<file path="src/hw/link_ctrl_pkg.sv">
// Shared constants and types for the serial link mode and control block.
package link_ctrl_pkg;
    typedef enum logic [1:0] {
        MODE_ENC8,
        MODE_RAW10,
        MODE_ENC10,
        MODE_RAW12
    } path_mode_t;

    // Register byte offsets.
    localparam logic [11:0] OFF_CTRL = 12'h000;
    localparam logic [11:0] OFF_STATUS = 12'h004;
    localparam logic [11:0] OFF_IRQ_STAT = 12'h008;
    localparam logic [11:0] OFF_IRQ_MASK = 12'h00C;

    // Control register field positions.
    localparam int CTRL_RESET_REQ = 0;
    localparam int CTRL_INPUT_SEL = 1;

    // Interrupt event bit positions.
    localparam int EV_FAULT_SET = 0;
    localparam int EV_FAULT_CLR = 1;
    localparam int EV_BAD_CONFIG = 2;
    localparam int EV_RESET_DONE = 3;
    localparam int EV_WIDTH = 4;

    // Reset values.
    localparam logic [31:0] CTRL_RESET = 32'h0000_0002;
    localparam logic [EV_WIDTH-1:0] MASK_RESET = 4'h0;

    // Reset pulse timing, in reference clock periods and in pclk cycles.
    localparam int REF_PERIOD_NS = 8;
    localparam int CLK_PERIOD_NS = 8;
    localparam int MIN_RESET_REF_PERIODS = 1;
    localparam int MIN_RESET_CYCLES =
        (MIN_RESET_REF_PERIODS * REF_PERIOD_NS + CLK_PERIOD_NS - 1) / CLK_PERIOD_NS;
    // Length of the internal logic reset pulse issued by software request.
    localparam int SW_RESET_CYCLES = 4;
    localparam int CNT_W = 4;
endpackage

</file>
<file path="src/hw/mode_decode.sv">
// Data path mode decode from the character width and coder bypass straps.
`timescale 1ns/100ps
`default_nettype none
module mode_decode
(
    input wire logic char_width_select,
    input wire logic coder_bypass_n,
    input wire logic buffer_bypass_n,
    output var link_ctrl_pkg::path_mode_t path_mode,
    output logic coder_enable,
    output logic config_illegal
);
    // Four combinations map one to one onto the four data path modes.
    always_comb
    begin
        unique case ({char_width_select, coder_bypass_n})
            2'b11: path_mode = link_ctrl_pkg::MODE_ENC8;
            2'b10: path_mode = link_ctrl_pkg::MODE_RAW10;
            2'b01: path_mode = link_ctrl_pkg::MODE_ENC10;
            2'b00: path_mode = link_ctrl_pkg::MODE_RAW12;
        endcase
    end

    // A low bypass strap disables encoder and decoder together.
    assign coder_enable = coder_bypass_n;

    // Encoded 10-bit width with buffers bypassed is flagged, not silently used.
    assign config_illegal = !buffer_bypass_n && coder_bypass_n && !char_width_select;
endmodule
`default_nettype wire

</file>
<file path="src/hw/reset_filter.sv">
// Two-pin global logic reset qualifier with minimum width check.
`timescale 1ns/100ps
`default_nettype none
module reset_filter
(
    input wire logic pclk,
    input wire logic presetn,
    input wire logic [1:0] logic_reset_pair_n,
    input wire logic sw_reset,
    output logic logic_reset,
    output logic reset_done
);
    logic [link_ctrl_pkg::CNT_W-1:0] low_cnt_ff;
    logic [link_ctrl_pkg::CNT_W-1:0] sw_cnt_ff;
    logic active_ff;

    // Count pclk cycles with both pins low; one pin alone never resets.
    always_ff @(posedge pclk or negedge presetn)
    begin
        if (!presetn)
            low_cnt_ff <= '0;
        else if (logic_reset_pair_n != 2'b00)
            low_cnt_ff <= '0;
        else if (low_cnt_ff != {link_ctrl_pkg::CNT_W{1'b1}})
            low_cnt_ff <= low_cnt_ff + 1'b1;
    end

    // Software requested reset stretches for a fixed number of cycles.
    always_ff @(posedge pclk or negedge presetn)
    begin
        if (!presetn)
            sw_cnt_ff <= '0;
        else if (sw_reset)
            sw_cnt_ff <= link_ctrl_pkg::CNT_W'(link_ctrl_pkg::SW_RESET_CYCLES);
        else if (sw_cnt_ff != '0)
            sw_cnt_ff <= sw_cnt_ff - 1'b1;
    end

    // Pin reset counts once the low pulse has lasted a reference period.
    assign logic_reset = (low_cnt_ff >= link_ctrl_pkg::CNT_W'(link_ctrl_pkg::MIN_RESET_CYCLES))
        || (sw_cnt_ff != '0);

    // One-cycle pulse on the release of internal reset.
    always_ff @(posedge pclk or negedge presetn)
    begin
        if (!presetn)
            active_ff <= 1'b0;
        else
            active_ff <= logic_reset;
    end
    assign reset_done = active_ff && !logic_reset;
endmodule
`default_nettype wire

</file>
<file path="src/hw/serial_link_mode_control.sv">
// Top level of the serial link mode, routing, fault and reset control block.
//
// The implementer's own choices: the address map and the APB slave port.
`timescale 1ns/100ps
`default_nettype none
module serial_link_mode_control
(
    input wire logic pclk,
    input wire logic presetn,
    input wire logic psel,
    input wire logic penable,
    input wire logic pwrite,
    input wire logic [11:0] paddr,
    input wire logic [31:0] pwdata,
    output logic [31:0] prdata,
    output logic pready,
    output logic pslverr,
    output logic irq,
    input wire logic char_width_select,
    input wire logic coder_bypass_n,
    input wire logic buffer_bypass_n,
    input wire logic [1:0] logic_reset_pair_n,
    input wire logic factory_diag_n,
    input wire logic serial_input_select,
    input wire logic [1:0] loopback_select,
    input wire logic carrier_present,
    input wire logic receive_character_clock,
    input wire logic serial_in_first,
    input wire logic serial_in_second,
    input wire logic serial_in_suitable,
    input wire logic tx_serial,
    output logic serial_out_first,
    output logic serial_out_second,
    output logic rx_recovery_in,
    output logic link_fault_n,
    output var link_ctrl_pkg::path_mode_t path_mode,
    output logic coder_enable,
    output logic buffer_enable,
    output logic diag_mode,
    output logic logic_reset
);
    logic [31:0] ctrl_ff;
    logic [link_ctrl_pkg::EV_WIDTH-1:0] irq_stat_ff;
    logic [link_ctrl_pkg::EV_WIDTH-1:0] irq_mask_ff;
    logic [link_ctrl_pkg::EV_WIDTH-1:0] events;
    logic [1:0] receive_character_clock_sync_ff;
    logic receive_character_clock_prev_ff;
    logic receive_character_clock_rise;
    logic fault_ff;
    logic fault_prev_ff;
    logic config_illegal;
    logic illegal_prev_ff;
    logic reset_done;
    logic sw_reset;
    logic wr_en;
    logic rd_en;
    logic addr_ok;
    logic selected_in;

    mode_decode u_mode
    (
        .char_width_select(char_width_select),
        .coder_bypass_n(coder_bypass_n),
        .buffer_bypass_n(buffer_bypass_n),
        .path_mode(path_mode),
        .coder_enable(coder_enable),
        .config_illegal(config_illegal)
    );

    reset_filter u_reset
    (
        .pclk(pclk),
        .presetn(presetn),
        .logic_reset_pair_n(logic_reset_pair_n),
        .sw_reset(sw_reset),
        .logic_reset(logic_reset),
        .reset_done(reset_done)
    );

    // APB decode; zero wait states, so pready is tied high in the access phase.
    assign addr_ok = (paddr == link_ctrl_pkg::OFF_CTRL) || (paddr == link_ctrl_pkg::OFF_STATUS)
        || (paddr == link_ctrl_pkg::OFF_IRQ_STAT) || (paddr == link_ctrl_pkg::OFF_IRQ_MASK);
    assign pready = 1'b1;
    assign pslverr = psel && penable && !addr_ok;
    assign wr_en = psel && penable && pwrite && addr_ok;
    assign rd_en = psel && penable && !pwrite && addr_ok;
    assign sw_reset = wr_en && (paddr == link_ctrl_pkg::OFF_CTRL)
        && pwdata[link_ctrl_pkg::CTRL_RESET_REQ];

    // Buffers enabled unless the bypass strap is low.
    assign buffer_enable = buffer_bypass_n;
    // The diagnostic pin is only reported; normal logic ignores it.
    assign diag_mode = !factory_diag_n;

    // Control register; the reset request bit is self clearing.
    always_ff @(posedge pclk or negedge presetn)
    begin
        if (!presetn)
            ctrl_ff <= link_ctrl_pkg::CTRL_RESET;
        else if (wr_en && paddr == link_ctrl_pkg::OFF_CTRL)
            ctrl_ff <= {30'h0000_0000, pwdata[link_ctrl_pkg::CTRL_INPUT_SEL], 1'b0};
    end

    // Mask register.
    always_ff @(posedge pclk or negedge presetn)
    begin
        if (!presetn)
            irq_mask_ff <= link_ctrl_pkg::MASK_RESET;
        else if (wr_en && paddr == link_ctrl_pkg::OFF_IRQ_MASK)
            irq_mask_ff <= pwdata[link_ctrl_pkg::EV_WIDTH-1:0];
    end

    // The pin select and the software bit must agree to pick the first input.
    // Gating both keeps the strap authoritative while letting software override to second.
    assign selected_in = (serial_input_select && ctrl_ff[link_ctrl_pkg::CTRL_INPUT_SEL])
        ? serial_in_first : serial_in_second;
    assign rx_recovery_in = (loopback_select == 2'b00) ? selected_in : tx_serial;

    // Output routing: 00 normal, 01 loopthrough on the second output,
    // 10 and 11 diagnostic loopback with outputs parked low.
    always_comb
    begin
        unique case (loopback_select)
            2'b00:
            begin
                serial_out_first = tx_serial;
                serial_out_second = tx_serial;
            end
            2'b01:
            begin
                serial_out_first = tx_serial;
                serial_out_second = selected_in;
            end
            2'b10, 2'b11:
            begin
                serial_out_first = 1'b0;
                serial_out_second = 1'b0;
            end
        endcase
    end

    // Receive character clock is sampled into pclk; only the second stage is used.
    always_ff @(posedge pclk or negedge presetn)
    begin
        if (!presetn)
        begin
            receive_character_clock_sync_ff <= 2'b00;
            receive_character_clock_prev_ff <= 1'b0;
        end
        else
        begin
            receive_character_clock_sync_ff <= {receive_character_clock_sync_ff[0], receive_character_clock};
            receive_character_clock_prev_ff <= receive_character_clock_sync_ff[1];
        end
    end
    assign receive_character_clock_rise = receive_character_clock_sync_ff[1] && !receive_character_clock_prev_ff;

    // Fault is forced by logic reset and otherwise updated only on a receive clock rise, so it follows that clock.
    always_ff @(posedge pclk or negedge presetn)
    begin
        if (!presetn)
            fault_ff <= 1'b1;
        else if (logic_reset)
            fault_ff <= 1'b1;
        else if (receive_character_clock_rise)
            fault_ff <= !carrier_present || !serial_in_suitable;
    end
    assign link_fault_n = !fault_ff;

    // Edge memories for event generation.
    always_ff @(posedge pclk or negedge presetn)
    begin
        if (!presetn)
        begin
            fault_prev_ff <= 1'b1;
            illegal_prev_ff <= 1'b0;
        end
        else
        begin
            fault_prev_ff <= fault_ff;
            illegal_prev_ff <= config_illegal;
        end
    end

    // Events; a forbidden strap combination raises a sticky flag for software.
    assign events[link_ctrl_pkg::EV_FAULT_SET] = fault_ff && !fault_prev_ff;
    assign events[link_ctrl_pkg::EV_FAULT_CLR] = !fault_ff && fault_prev_ff;
    assign events[link_ctrl_pkg::EV_BAD_CONFIG] = config_illegal && !illegal_prev_ff;
    assign events[link_ctrl_pkg::EV_RESET_DONE] = reset_done;

    // Sticky status, write one to clear; a new event wins over the clear.
    always_ff @(posedge pclk or negedge presetn)
    begin
        if (!presetn)
            irq_stat_ff <= '0;
        else if (wr_en && paddr == link_ctrl_pkg::OFF_IRQ_STAT)
            irq_stat_ff <= (irq_stat_ff & ~pwdata[link_ctrl_pkg::EV_WIDTH-1:0]) | events;
        else
            irq_stat_ff <= irq_stat_ff | events;
    end
    assign irq = |(irq_stat_ff & irq_mask_ff);

    // Read data register; status shows live pins and decoded mode.
    always_ff @(posedge pclk or negedge presetn)
    begin
        if (!presetn)
            prdata <= 32'h0000_0000;
        else if (psel && !penable && !pwrite)
        begin
            unique case (paddr)
                link_ctrl_pkg::OFF_CTRL: prdata <= ctrl_ff;
                link_ctrl_pkg::OFF_STATUS:
                    prdata <= {24'h00_0000, diag_mode, logic_reset, config_illegal,
                        buffer_enable, coder_enable, link_fault_n, path_mode};
                link_ctrl_pkg::OFF_IRQ_STAT: prdata <= {28'h000_0000, irq_stat_ff};
                link_ctrl_pkg::OFF_IRQ_MASK: prdata <= {28'h000_0000, irq_mask_ff};
                default: prdata <= 32'h0000_0000;
            endcase
        end
    end

    // Carrier loss reaches the fault output one pclk after the synced receive clock edge.
    carrier_fault_a: assert property (@(posedge pclk) disable iff (!presetn)
        (receive_character_clock_rise && !carrier_present && !logic_reset) |=> !link_fault_n)
        else $error("carrier loss did not raise fault");
    fault_hold_a: assert property (@(posedge pclk) disable iff (!presetn)
        (!receive_character_clock_rise && !logic_reset) |=> $stable(link_fault_n))
        else $error("fault changed without receive clock");
    unsuitable_a: assert property (@(posedge pclk) disable iff (!presetn)
        (receive_character_clock_rise && !serial_in_suitable && !logic_reset) |=> !link_fault_n)
        else $error("unsuitable input not reported");
    fault_clear_a: assert property (@(posedge pclk) disable iff (!presetn)
        (receive_character_clock_rise && carrier_present && serial_in_suitable && !logic_reset) |=> link_fault_n)
        else $error("fault stuck with good input");
    // A set event must survive a clear written in the same cycle.
    fault_event_a: assert property (@(posedge pclk) disable iff (!presetn)
        (fault_ff && !fault_prev_ff) |=> irq_stat_ff[link_ctrl_pkg::EV_FAULT_SET])
        else $error("fault event lost");

    // Internal reset withdraws the link, so no data is trusted while it runs.
    reset_fault_a: assert property (@(posedge pclk) disable iff (!presetn)
        logic_reset |=> !link_fault_n)
        else $error("fault not forced during reset");
    sw_reset_a: assert property (@(posedge pclk) disable iff (!presetn)
        sw_reset |=> logic_reset [*4])
        else $error("software reset too short");
    pin_reset_a: assert property (@(posedge pclk) disable iff (!presetn)
        (logic_reset_pair_n == 2'b00) [*2] |-> logic_reset)
        else $error("held reset pins ignored");

    // Strap decode; the illegal bypass mix is still decoded but also flagged.
    mode_enc8_a: assert property (@(posedge pclk) disable iff (!presetn)
        (char_width_select && coder_bypass_n) |-> path_mode == link_ctrl_pkg::MODE_ENC8)
        else $error("wrong 8-bit mode");
    mode_raw10_a: assert property (@(posedge pclk) disable iff (!presetn)
        (char_width_select && !coder_bypass_n) |-> path_mode == link_ctrl_pkg::MODE_RAW10)
        else $error("wrong raw 10 mode");
    mode_enc10_a: assert property (@(posedge pclk) disable iff (!presetn)
        (!char_width_select && coder_bypass_n) |-> path_mode == link_ctrl_pkg::MODE_ENC10)
        else $error("wrong 10-bit mode");
    mode_raw12_a: assert property (@(posedge pclk) disable iff (!presetn)
        (!char_width_select && !coder_bypass_n) |-> path_mode == link_ctrl_pkg::MODE_RAW12)
        else $error("wrong raw 12 mode");
    raw_no_coder_a: assert property (@(posedge pclk) disable iff (!presetn)
        (path_mode == link_ctrl_pkg::MODE_RAW10 || path_mode == link_ctrl_pkg::MODE_RAW12)
        |-> !coder_enable)
        else $error("coder left on in raw mode");
    buffer_skip_a: assert property (@(posedge pclk) disable iff (!presetn)
        !buffer_bypass_n |-> !buffer_enable)
        else $error("buffers left in path");
    bad_cfg_a: assert property (@(posedge pclk) disable iff (!presetn)
        $rose(config_illegal) |=> irq_stat_ff[link_ctrl_pkg::EV_BAD_CONFIG])
        else $error("bad config not flagged");

    // Routing; exactly one serial input reaches recovery in normal routing 00; 01, 10 and 11 feed it tx_serial.
    recovery_sel_a: assert property (@(posedge pclk) disable iff (!presetn)
        (loopback_select == 2'b00 && !serial_input_select)
        |-> rx_recovery_in == serial_in_second)
        else $error("wrong recovery input");
    recovery_first_a: assert property (@(posedge pclk) disable iff (!presetn)
        (loopback_select == 2'b00 && serial_input_select && ctrl_ff[link_ctrl_pkg::CTRL_INPUT_SEL])
        |-> rx_recovery_in == serial_in_first)
        else $error("first input not selected");
    loopthru_a: assert property (@(posedge pclk) disable iff (!presetn)
        (loopback_select == 2'b01) |-> serial_out_second == selected_in)
        else $error("loopthrough not routed");
    loopthru_first_a: assert property (@(posedge pclk) disable iff (!presetn)
        (loopback_select == 2'b01) |-> serial_out_first == tx_serial)
        else $error("first output lost in loopthrough");
    diag_park_a: assert property (@(posedge pclk) disable iff (!presetn)
        loopback_select[1] |-> (!serial_out_first && !serial_out_second))
        else $error("outputs not parked in loopback");

    // Main scenarios that the bench is expected to reach.
    cov_fault: cover property (@(posedge pclk) disable iff (!presetn) $fell(link_fault_n));
    cov_reset: cover property (@(posedge pclk) disable iff (!presetn) reset_done);
    cov_irq: cover property (@(posedge pclk) disable iff (!presetn) $rose(irq));
    cov_bad_cfg: cover property (@(posedge pclk) disable iff (!presetn) $rose(config_illegal));
    cov_route: cover property (@(posedge pclk) disable iff (!presetn) loopback_select[0]);
endmodule
`default_nettype wire

</file>
<file path="config.mk">
export PLATFORM = sky130hd
export DESIGN_NAME = serial_link_mode_control
export DESIGN_NICKNAME = d
export VERILOG_FILES = /design/src/hw/link_ctrl_pkg.sv /design/src/hw/mode_decode.sv /design/src/hw/reset_filter.sv /design/src/hw/serial_link_mode_control.sv
export SDC_FILE = /design/constraint.sdc
export NUM_CORES = 1
export LEC_CHECK = 0
export BUFFER_PORTS_ARGS = -buffer_cell sky130_fd_sc_hd__buf_4
export CORE_MARGIN = 3
export CORE_UTILIZATION = 43
export DETAILED_ROUTE_END_ITERATION = 10
export PLACE_DENSITY_LB_ADDON = 0.15
export SETUP_SLACK_MARGIN = 0.1
export SKIP_LAST_GASP = 1
export SLEW_MARGIN = 0
export SYNTH_ARGS = -nofsm -noshare
export SYNTH_HDL_FRONTEND = slang
export SYNTH_SLANG_ARGS = --single-unit
</file>
<file path="constraint.sdc">
create_clock -name pclk -period 2.1 [get_ports pclk]
set_clock_uncertainty 0.15 [all_clocks]
set_input_delay 0.42 -clock pclk [delete_from_list [all_inputs] [get_ports pclk]]
set_output_delay 0.42 -clock pclk [all_outputs]
set_load 0.005 [all_outputs]
</file>
==> results of run 1 <==
## logic make-up (layout without fill, tap and decap cells)
| logic type | Yosys count | in the layout | share of synthesized area |
|---|---|---|---|
| AO/OA/AOI/OAI | 26 | 26 | 0.0954 |
| XOR/XNOR | 2 | 2 | 0.00968 |
| AND/OR/NAND/NOR | 56 | 56 | 0.181 |
| other | 2 | 25 | 0.00415 |
| flip-flops | 32 | 32 | 0.445 |
| adder cells (fa/ha/maj) | 5 | 5 | 0.0346 |
| multiplexers | 11 | 11 | 0.0816 |
| buffers and inverters | 44 | 90 | 0.149 |
## timing repair
item / in CTS / in global routing
hold buffers: 1 / 0
setup endpoints to repair: 3 / 9
hold endpoints to repair: 29 / 0
resized for setup: 9 / 3
buffers inserted: 3 / 0
pin swaps: 6 / 1
## Yosys cell counts, types with 2 or more instances
cell,n
dfrtp_1,29
buf_4,27
inv_1,14
nand2_1,13
nor2_1,10
o21ai_0,9
ha_1,5
nand3_1,5
nand4_1,5
nor3_1,5
a22oi_1,4
mux2_2,4
mux2_4,4
nor2b_1,4
a21oi_1,3
dfstp_2,3
a211oi_1,2
a22o_1,2
conb_1,2
mux2i_1,2
nand2b_1,2
o2bb2ai_1,2
xnor2_1,2
## critical path, stage by stage (launching register included)
cell,delay [ns]
dfrtp_1,0.39
inv_1,0.07
ha_1,0.17
nand2b_1,0.14
nor4_2,0.20
buf_4,0.16
inv_2,0.04
buf_6,0.10
## area by class of cell
type,instances,area [sq um]
inverter,14,52.6
multi-input combinational,125,857
fill,342,1470
clock inverter,2,10.0
tap,48,60.1
sequential,32,805
timing repair buffer,68,520
clock buffer,6,82.6
## stage by stage
stage                util  worst slack, ns  area [sq um]  power (mW)  setup TNS, ns
global route        0.619           -0.129          2390        1.81         -0.146
CTS                 0.616          -0.0607          2370        1.72        -0.0957
finish              0.619          -0.0186          2390        1.70        -0.0186
floorplan               -          -0.0608          1900       0.970         -0.243
detailed placement  0.576           -0.137          2220        1.17          -1.51
global placement    0.576           -0.143          2220        1.16          -1.62
## final timing paths
path	startpoint	endpoint	cells after the start	slack, ns
setup / recovery	u_reset.low_cnt_ff[1]$_DFFE_PN0P_	logic_reset	7	-0.02
max in group asynchronous	presetn	ctrl_ff[1]$_DFFE_PN1P_	2	1.01
min in group asynchronous	presetn	prdata[7]$_DFFE_PN0P_	2	0.46
hold reg to reg	receive_character_clock_sync_ff[0]$_DFF_PN0_	receive_character_clock_sync_ff[1]$_DFF_PN0_	0	0.20
setup reg to reg	u_reset.low_cnt_ff[1]$_DFFE_PN0P_	prdata[6]$_DFFE_PN0P_	7	0.50
hold / removal	receive_character_clock	receive_character_clock_sync_ff[0]$_DFF_PN0_	1	0.1
## layer usage
layer | vias up | global-route usage
li1 | 703 | -
met1 | 689 | 0.202
met2 | 69 | 0.245
met3 | 6 | 0.0483
met4 | 0 | 0.0522
met5 | - | 0
## report_power, final
group          switching [mW]  total (mW)  internal [mW]
Combinational           0.201       0.486          0.285
Clock                   0.220       0.481          0.261
Sequential             0.0505       0.734          0.684
## flip-flops by register name, summed over array words and instances, names as in the netlist, 2 cells and up
signal	cells
u_reset.low_cnt_ff	4
irq_mask_ff	4
u_reset.sw_cnt_ff	4
receive_character_clock_sync_ff	2
irq_stat_ff	4
prdata	8
==> impl_metrics.ini, run 1 <==
[status]
status = complete, but fails checks
violations = setup timing

[die]
rows = 22
ios = 109
initial_core_util = 0.469
die_h_microns = 70.9
core_sq_um = 3850
die_w_microns = 70.9
die_area_sq_um = 5020

[grt]
grt_pass1_wl_microns = 6340
grt_use_total = 0.155
antenna_found_initial = 0
grt_overflow = 0
grt_pass1_vias = 1401
grt_max_degree = 33

[yosys]
ys_warn_count = 0
ys_dominant_reg_cell = dfrtp_1
postSynthCellCount = 178
synth_edf_count = 0
ys_ff_latch = 32
yosys.cell_types.count = 43
postSynth.asyncResetShare = 1.00
syn_area_per_cell_sq_um = 10.2
yosysSeqAreaShare = 0.445
synth_top_area_share = 0.401
yosysTopAreaCell = dfrtp_1
syn_area_sq_um = 1810
yosys-top-cells-area = dfrtp_1, buf_4, dfstp_2

[cts]
clock_latency_ns = 0.28
htree_levels = 2
cts_made_buffers = 5
cts_buffer_depth = 2
clock_sinks = 32
clk_pin_slew_ns = 0.07
cts_tree = built
clockRootBuffer = clkbuf_8

[sta]
fin_crit_ns = 2.12
period_share = 1.01
rsz0062_at_grt = true
finalMaxSlewViolations = 0
max_freq_mhz = 472
finalHoldViolations = 0
layout_setup_ws_ns = -0.0186
worst_hold_slack_ns = 0.0964
setup_violations = 1

[detailed_routing]
met1Wirelength_microns = 1680
wl_met2_microns = 1770
dr_total_vias = 1467
dr.pass1.iters = 4
drc = 0
routed.top_layer = met4
routedWlPerCell_microns = 13.1
viasPerCell = 4.97
dr_wl_met3_microns = 371
drt-total-wl_microns = 3860
ant_nets = 0
drt_iter0_markers = 36

[layout]
layout_commonest_cell = buf_4
n_antenna_cell = 0
fin_cells = 295
syn_to_final_growth_pct = 32.0
num-nets-final = 315
drive_gt1_frac = 0.405
mostFrequentLayoutCells = buf_4, dfrtp_1, conb_1

[setup_path]
crit_arrival_ns = 1.55
endpoint_kind = primary output
critPathLaunchType = register
path_max_fanout = 4
worstSetupPathType = register to primary output
required_ns = 1.53

[job]
drv_cap = 0

[placed_design]
dp.cells = 283
place.gp.congestion = 0.746
dp_hpwl_microns = 2930
port-buffer-count = 55

[power]
cellLeakagePower_nw = 1.22
powerDensity_nw_per_um2 = 713
vdd_ir_drop_max_v = 0.000473

[hold_path]
hp-class = input port to register
Power figures use the tool's default switching activity.
==> inputs of run 2 (changes only) <==
--- a/config.mk
+++ b/config.mk
@@ -5,7 +5,7 @@
 export SDC_FILE = /design/constraint.sdc
 export NUM_CORES = 1
 export LEC_CHECK = 0
-export BUFFER_PORTS_ARGS = -buffer_cell sky130_fd_sc_hd__buf_4
+export BUFFER_PORTS_ARGS = -buffer_cell sky130_fd_sc_hd__buf_2
 export CORE_MARGIN = 3
 export CORE_UTILIZATION = 43
 export DETAILED_ROUTE_END_ITERATION = 10
==> impl_metrics.ini, run 2 (synthesis gave the netlist of run 1 again) <==
[placed_design]
dp.cells = 282
port-buffer-count = 55
place.gp.congestion = 0.746
dp_hpwl_microns = 2830
postPlaceCellArea_sq_um = 2070

[sta]
period_share = 1.03
tightest_slew_ns = 0.695
rsz0062_at_grt = true
max_freq_mhz = 461
finalMaxSlewViolations = 0
layout_setup_ws_ns = -0.0678
finalHoldViolations = 0
fin_crit_ns = 2.17
setup_violations = 1
setup_tns_ns = -0.0678
slew_headroom = 0.537

[cts]
ctsHoldBuffers = 0
clk_pin_slew_ns = 0.07
clock_latency_ns = 0.28
cts_tree = built
clock_sinks = 32
htree_levels = 2
cts_buffer_depth = 2
clockRootBuffer = clkbuf_8
cts_made_buffers = 5

[layout]
largest_reg_flops = 8
syn_to_final_growth_pct = 27.4
fin_cells = 300
regArea_sq_um = 805
layout_commonest_cell = buf_2
final_area_sq_um = 2300
fill_cells = 341
n_antenna_cell = 0
num-nets-final = 320
drive_gt1_frac = 0.425
mostFrequentLayoutCells = buf_2, dfrtp_1, conb_1
multiInputGateArea_sq_um = 860
largest_register = prdata

[grt]
grt_pass1_wl_microns = 6280
grt_pass1_vias = 1360
grt_max_degree = 33
grt_use_total = 0.154
grt_overflow = 0
antenna_found_initial = 0

[setup_path]
required_ns = 1.53
path_max_fanout = 2
slowest_delay_ns = 0.40
crit_arrival_ns = 1.60
worstSetupPathType = register to primary output
cpMostUsedCell = inv_2
crit_chain = inv_2 -> ha_4 -> nor2b_4 -> nand2b_1 -> nor4_2 -> buf_4 -> inv_2 -> buf_2
critPathLaunchType = register
crit_slowest_cell = dfrtp_1
r2r_cells = 10
endpoint_kind = primary output

[detailed_routing]
drt-total-wl_microns = 3710
drc = 0
ant_nets = 0
viasPerCell = 4.79
dr_total_vias = 1437
drt_iter0_markers = 23
routedWlPerCell_microns = 12.4
dr.pass1.iters = 4

[power]
cellLeakagePower_nw = 1.20
vdd_ir_drop_max_v = 0.000503
powerDensity_nw_per_um2 = 778
finalPower_mw = 1.79

[die]
die_area_sq_um = 5020
ios = 109
die_w_microns = 70.9
initial_core_util = 0.469
rows = 22
core_sq_um = 3850
die_h_microns = 70.9

[status]
status = complete, but fails checks
violations = setup timing

[job]
drv_cap = 0

[hold_path]
hp-class = input port to async pin
==> run 2: repair_timing <==
item,CTS,global route
pin swaps,6,2
hold endpoints to repair,0,0
gates resized for setup,9,3
buffers inserted,9,1
setup endpoints to repair,3,14
==> run 2: layout make-up <==
class / count / area share
repair buffers: 73 / 0.181
clock inverters: 3 / 0.0185
clock buffers: 5 / 0.0299
inverters: 14 / 0.0228
multi-input cells: 125 / 0.373
flip-flops and latches: 32 / 0.349
well taps: 48 / 0.0261
==> run 2: stage by stage <==
step            util  worst slack (ns)  hold WS, ns
2_1_floorplan      -           -0.0608      -0.0256
3_3_place_gp   0.538            -0.131        0.182
3_5_place_dp   0.538            -0.134        0.186
4_1_cts        0.593           -0.0992       0.0507
5_1_grt        0.598            -0.172       0.0730
6_report       0.598           -0.0678       0.0311
==> run 2: path summary, 6_finish.rpt <==
check                                                             start                                      endpoint  slack [ns]
min in group pclk                               receive_character_clock  receive_character_clock_sync_ff[0]$_DFF_PN0_        0.09
max reg2reg                            u_reset.sw_cnt_ff[1]$_DFFE_PN0P_                   u_reset.active_ff$_DFF_PN0_        0.30
max in group asynchronous                                       presetn             u_reset.low_cnt_ff[1]$_DFFE_PN0P_        1.32
min reg2reg                receive_character_clock_sync_ff[0]$_DFF_PN0_  receive_character_clock_sync_ff[1]$_DFF_PN0_        0.21
min                                                             presetn                         prdata[7]$_DFFE_PN0P_        0.03
max                                    u_reset.sw_cnt_ff[1]$_DFFE_PN0P_                                   logic_reset       -0.07
==> run 2: critical path: cells and delay by family (launching register included) <==
kind	cells	cell delay [ns]
adder cells (fa/ha/maj)	1	0.13
buffers and inverters	4	0.39
flip-flops	1	0.40
AND/OR/NAND/NOR	3	0.39
==> run 2: power breakdown <==
group	leakage, nW	switching [mW]	internal [mW]	total (mW)
Sequential	0.399	0.0524	0.684	0.736
Combinational	0.751	0.205	0.270	0.474
Clock	0.0541	0.232	0.351	0.582
==> run 2: metal layers <==
metal  up-vias  track usage  share of wire
met5         -            0              0
met4         0       0.0585          0.017
met3         6       0.0497          0.096
met2        65        0.230           0.43
met1       658        0.209           0.45
li1        708            -              -
==> inputs of run 3 (changes only) <==
--- a/config.mk
+++ b/config.mk
@@ -11,7 +11,6 @@
 export DETAILED_ROUTE_END_ITERATION = 10
 export PLACE_DENSITY_LB_ADDON = 0.15
 export SETUP_SLACK_MARGIN = 0.1
-export SKIP_LAST_GASP = 1
 export SLEW_MARGIN = 0
 export SYNTH_ARGS = -nofsm -noshare
 export SYNTH_HDL_FRONTEND = slang
==> constraint.sdc (replaced) <==
create_clock -name pclk -period 2.4 [get_ports pclk]
set_clock_uncertainty 0.15 [all_clocks]
set_input_delay 0.48 -clock pclk [delete_from_list [all_inputs] [get_ports pclk]]
set_output_delay 0.48 -clock pclk [all_outputs]
set_load 0.005 [all_outputs]
==> impl_metrics.ini, run 3 (synthesis gave the netlist of run 1 again) <==
[layout]
largest_reg_flops = 8
multiInputGateArea_sq_um = 865
layout_commonest_cell = buf_2
n_antenna_cell = 0
fin_cells = 290
regArea_sq_um = 805
fill_cells = 354
largest_register = prdata
syn_to_final_growth_pct = 23.4
mostFrequentLayoutCells = buf_2, dfrtp_1, conb_1
fin_util = 0.580
final_area_sq_um = 2230
drive_gt1_frac = 0.388
num-nets-final = 310

[sta]
worst_hold_slack_ns = 0.0895
finalHoldViolations = 0
period_share = 0.935
rsz0062_at_grt = true
tightest_slew_ns = 0.689
layout_setup_ws_ns = 0.155
finalMaxSlewViolations = 0
fin_crit_ns = 2.24
setup_tns_ns = 0
setup_violations = 0
slew_headroom = 0.540
max_freq_mhz = 445

[placed_design]
dp.cells = 276
port-buffer-count = 55
postPlaceCellArea_sq_um = 2030
dp_hpwl_microns = 2740
place_ws_ns = 0.118
place.gp.congestion = 0.728

[setup_path]
endpoint_kind = primary output
path_delay_family = simple AND/OR/NAND/NOR gates
slowest_delay_ns = 0.40
required_ns = 1.77
crit_slowest_cell = dfrtp_1
crit_chain = inv_2 -> ha_4 -> nor2b_4 -> nand2b_4 -> nor4_4 -> buf_4 -> inv_4 -> buf_6
crit_arrival_ns = 1.61
cp_num_buf_inv = 4
worstSetupPathType = register to primary output
critPathLaunchType = register
path_max_fanout = 3

[die]
die_area_sq_um = 5020
initial_core_util = 0.469
die_w_microns = 70.9
core_sq_um = 3850
ios = 109
die_h_microns = 70.9
rows = 22

[power]
p_seq_frac = 0.427
powerDensity_nw_per_um2 = 677
vdd_ir_drop_max_v = 0.000460
finalPower_mw = 1.51
pwr-share-comb = 0.243
pwr-share-clk = 0.330
swShare = 0.271
p_int_mw = 1.10
cellLeakagePower_nw = 1.17
p_sw_mw = 0.410

[status]
status = completed

[grt]
grt_overflow = 0
grt_max_degree = 33
antenna_found_initial = 0
grt_pass1_wl_microns = 6110
grt_use_total = 0.154
grt_pass1_vias = 1306

[detailed_routing]
viasPerCell = 4.97
drt_iter0_markers = 60
routedWlPerCell_microns = 12.6
drc = 0
dr.pass1.iters = 6
ant_nets = 0
dr_total_vias = 1440
drt-total-wl_microns = 3650

[cts]
clock_latency_ns = 0.28
cts_buffer_depth = 2
htree_levels = 2
cts_made_buffers = 5
cts_tree = built
ctsHoldBuffers = 0
clk_pin_slew_ns = 0.06
clock_sinks = 32
clockRootBuffer = clkbuf_8

[job]
drv_cap = 0

[hold_path]
hp-class = input port to async pin
==> run 3: metal layers <==
layer | wire, microns | GRT usage | part of all wire | vias to the layer above
li1 | - | - | - | 693
met1 | 1650 | 0.208 | 0.45 | 672
met2 | 1590 | 0.227 | 0.44 | 68
met3 | 346 | 0.0511 | 0.095 | 7
met4 | 62 | 0.0626 | 0.017 | 0
met5 | 0 | 0 | 0 | -
==> run 3: cell type report <==
type                            instances  area share
Inverter                               14      0.0246
Multi-Input combinational cell        125       0.387
Tap cell                               48      0.0269
Clock buffer                            6      0.0325
Timing Repair Buffer                   63       0.153
Clock inverter                          2      0.0157
Sequential cell                        32       0.360
==> run 3: power by group through the flow <==
stage | registers (mW) | logic [mW] | clock network (mW)
2_1_floorplan | 0.639 | 0.210 | 0
3_3_place_gp | 0.649 | 0.264 | 0
3_5_place_dp | 0.648 | 0.273 | 0
4_1_cts | 0.644 | 0.318 | 0.515
5_1_grt | 0.653 | 0.419 | 0.535
6_report | 0.646 | 0.367 | 0.499
==> run 3: timing repair <==
item                                    4_1_cts  5_1_grt
pin swaps                                     1        3
gates cloned                                  0        0
endpoints found under the setup margin        1        2
setup buffers                                 3        3
resized for setup                             6        6
==> run 3: worst paths after layout <==
kind,startpoint,cells past startpoint,endpoint,slack [ns]
max,u_reset.sw_cnt_ff[1]$_DFFE_PN0P_,8,logic_reset,0.16
max reg2reg,u_reset.sw_cnt_ff[1]$_DFFE_PN0P_,8,prdata[6]$_DFFE_PN0P_,0.73
min reg2reg,receive_character_clock_sync_ff[0]$_DFF_PN0_,0,receive_character_clock_sync_ff[1]$_DFF_PN0_,0.21
max in group asynchronous,presetn,1,irq_stat_ff[1]$_DFF_PN0_,1.57
min in group pclk,receive_character_clock,1,receive_character_clock_sync_ff[0]$_DFF_PN0_,0.15
min,presetn,1,prdata[7]$_DFFE_PN0P_,0.09
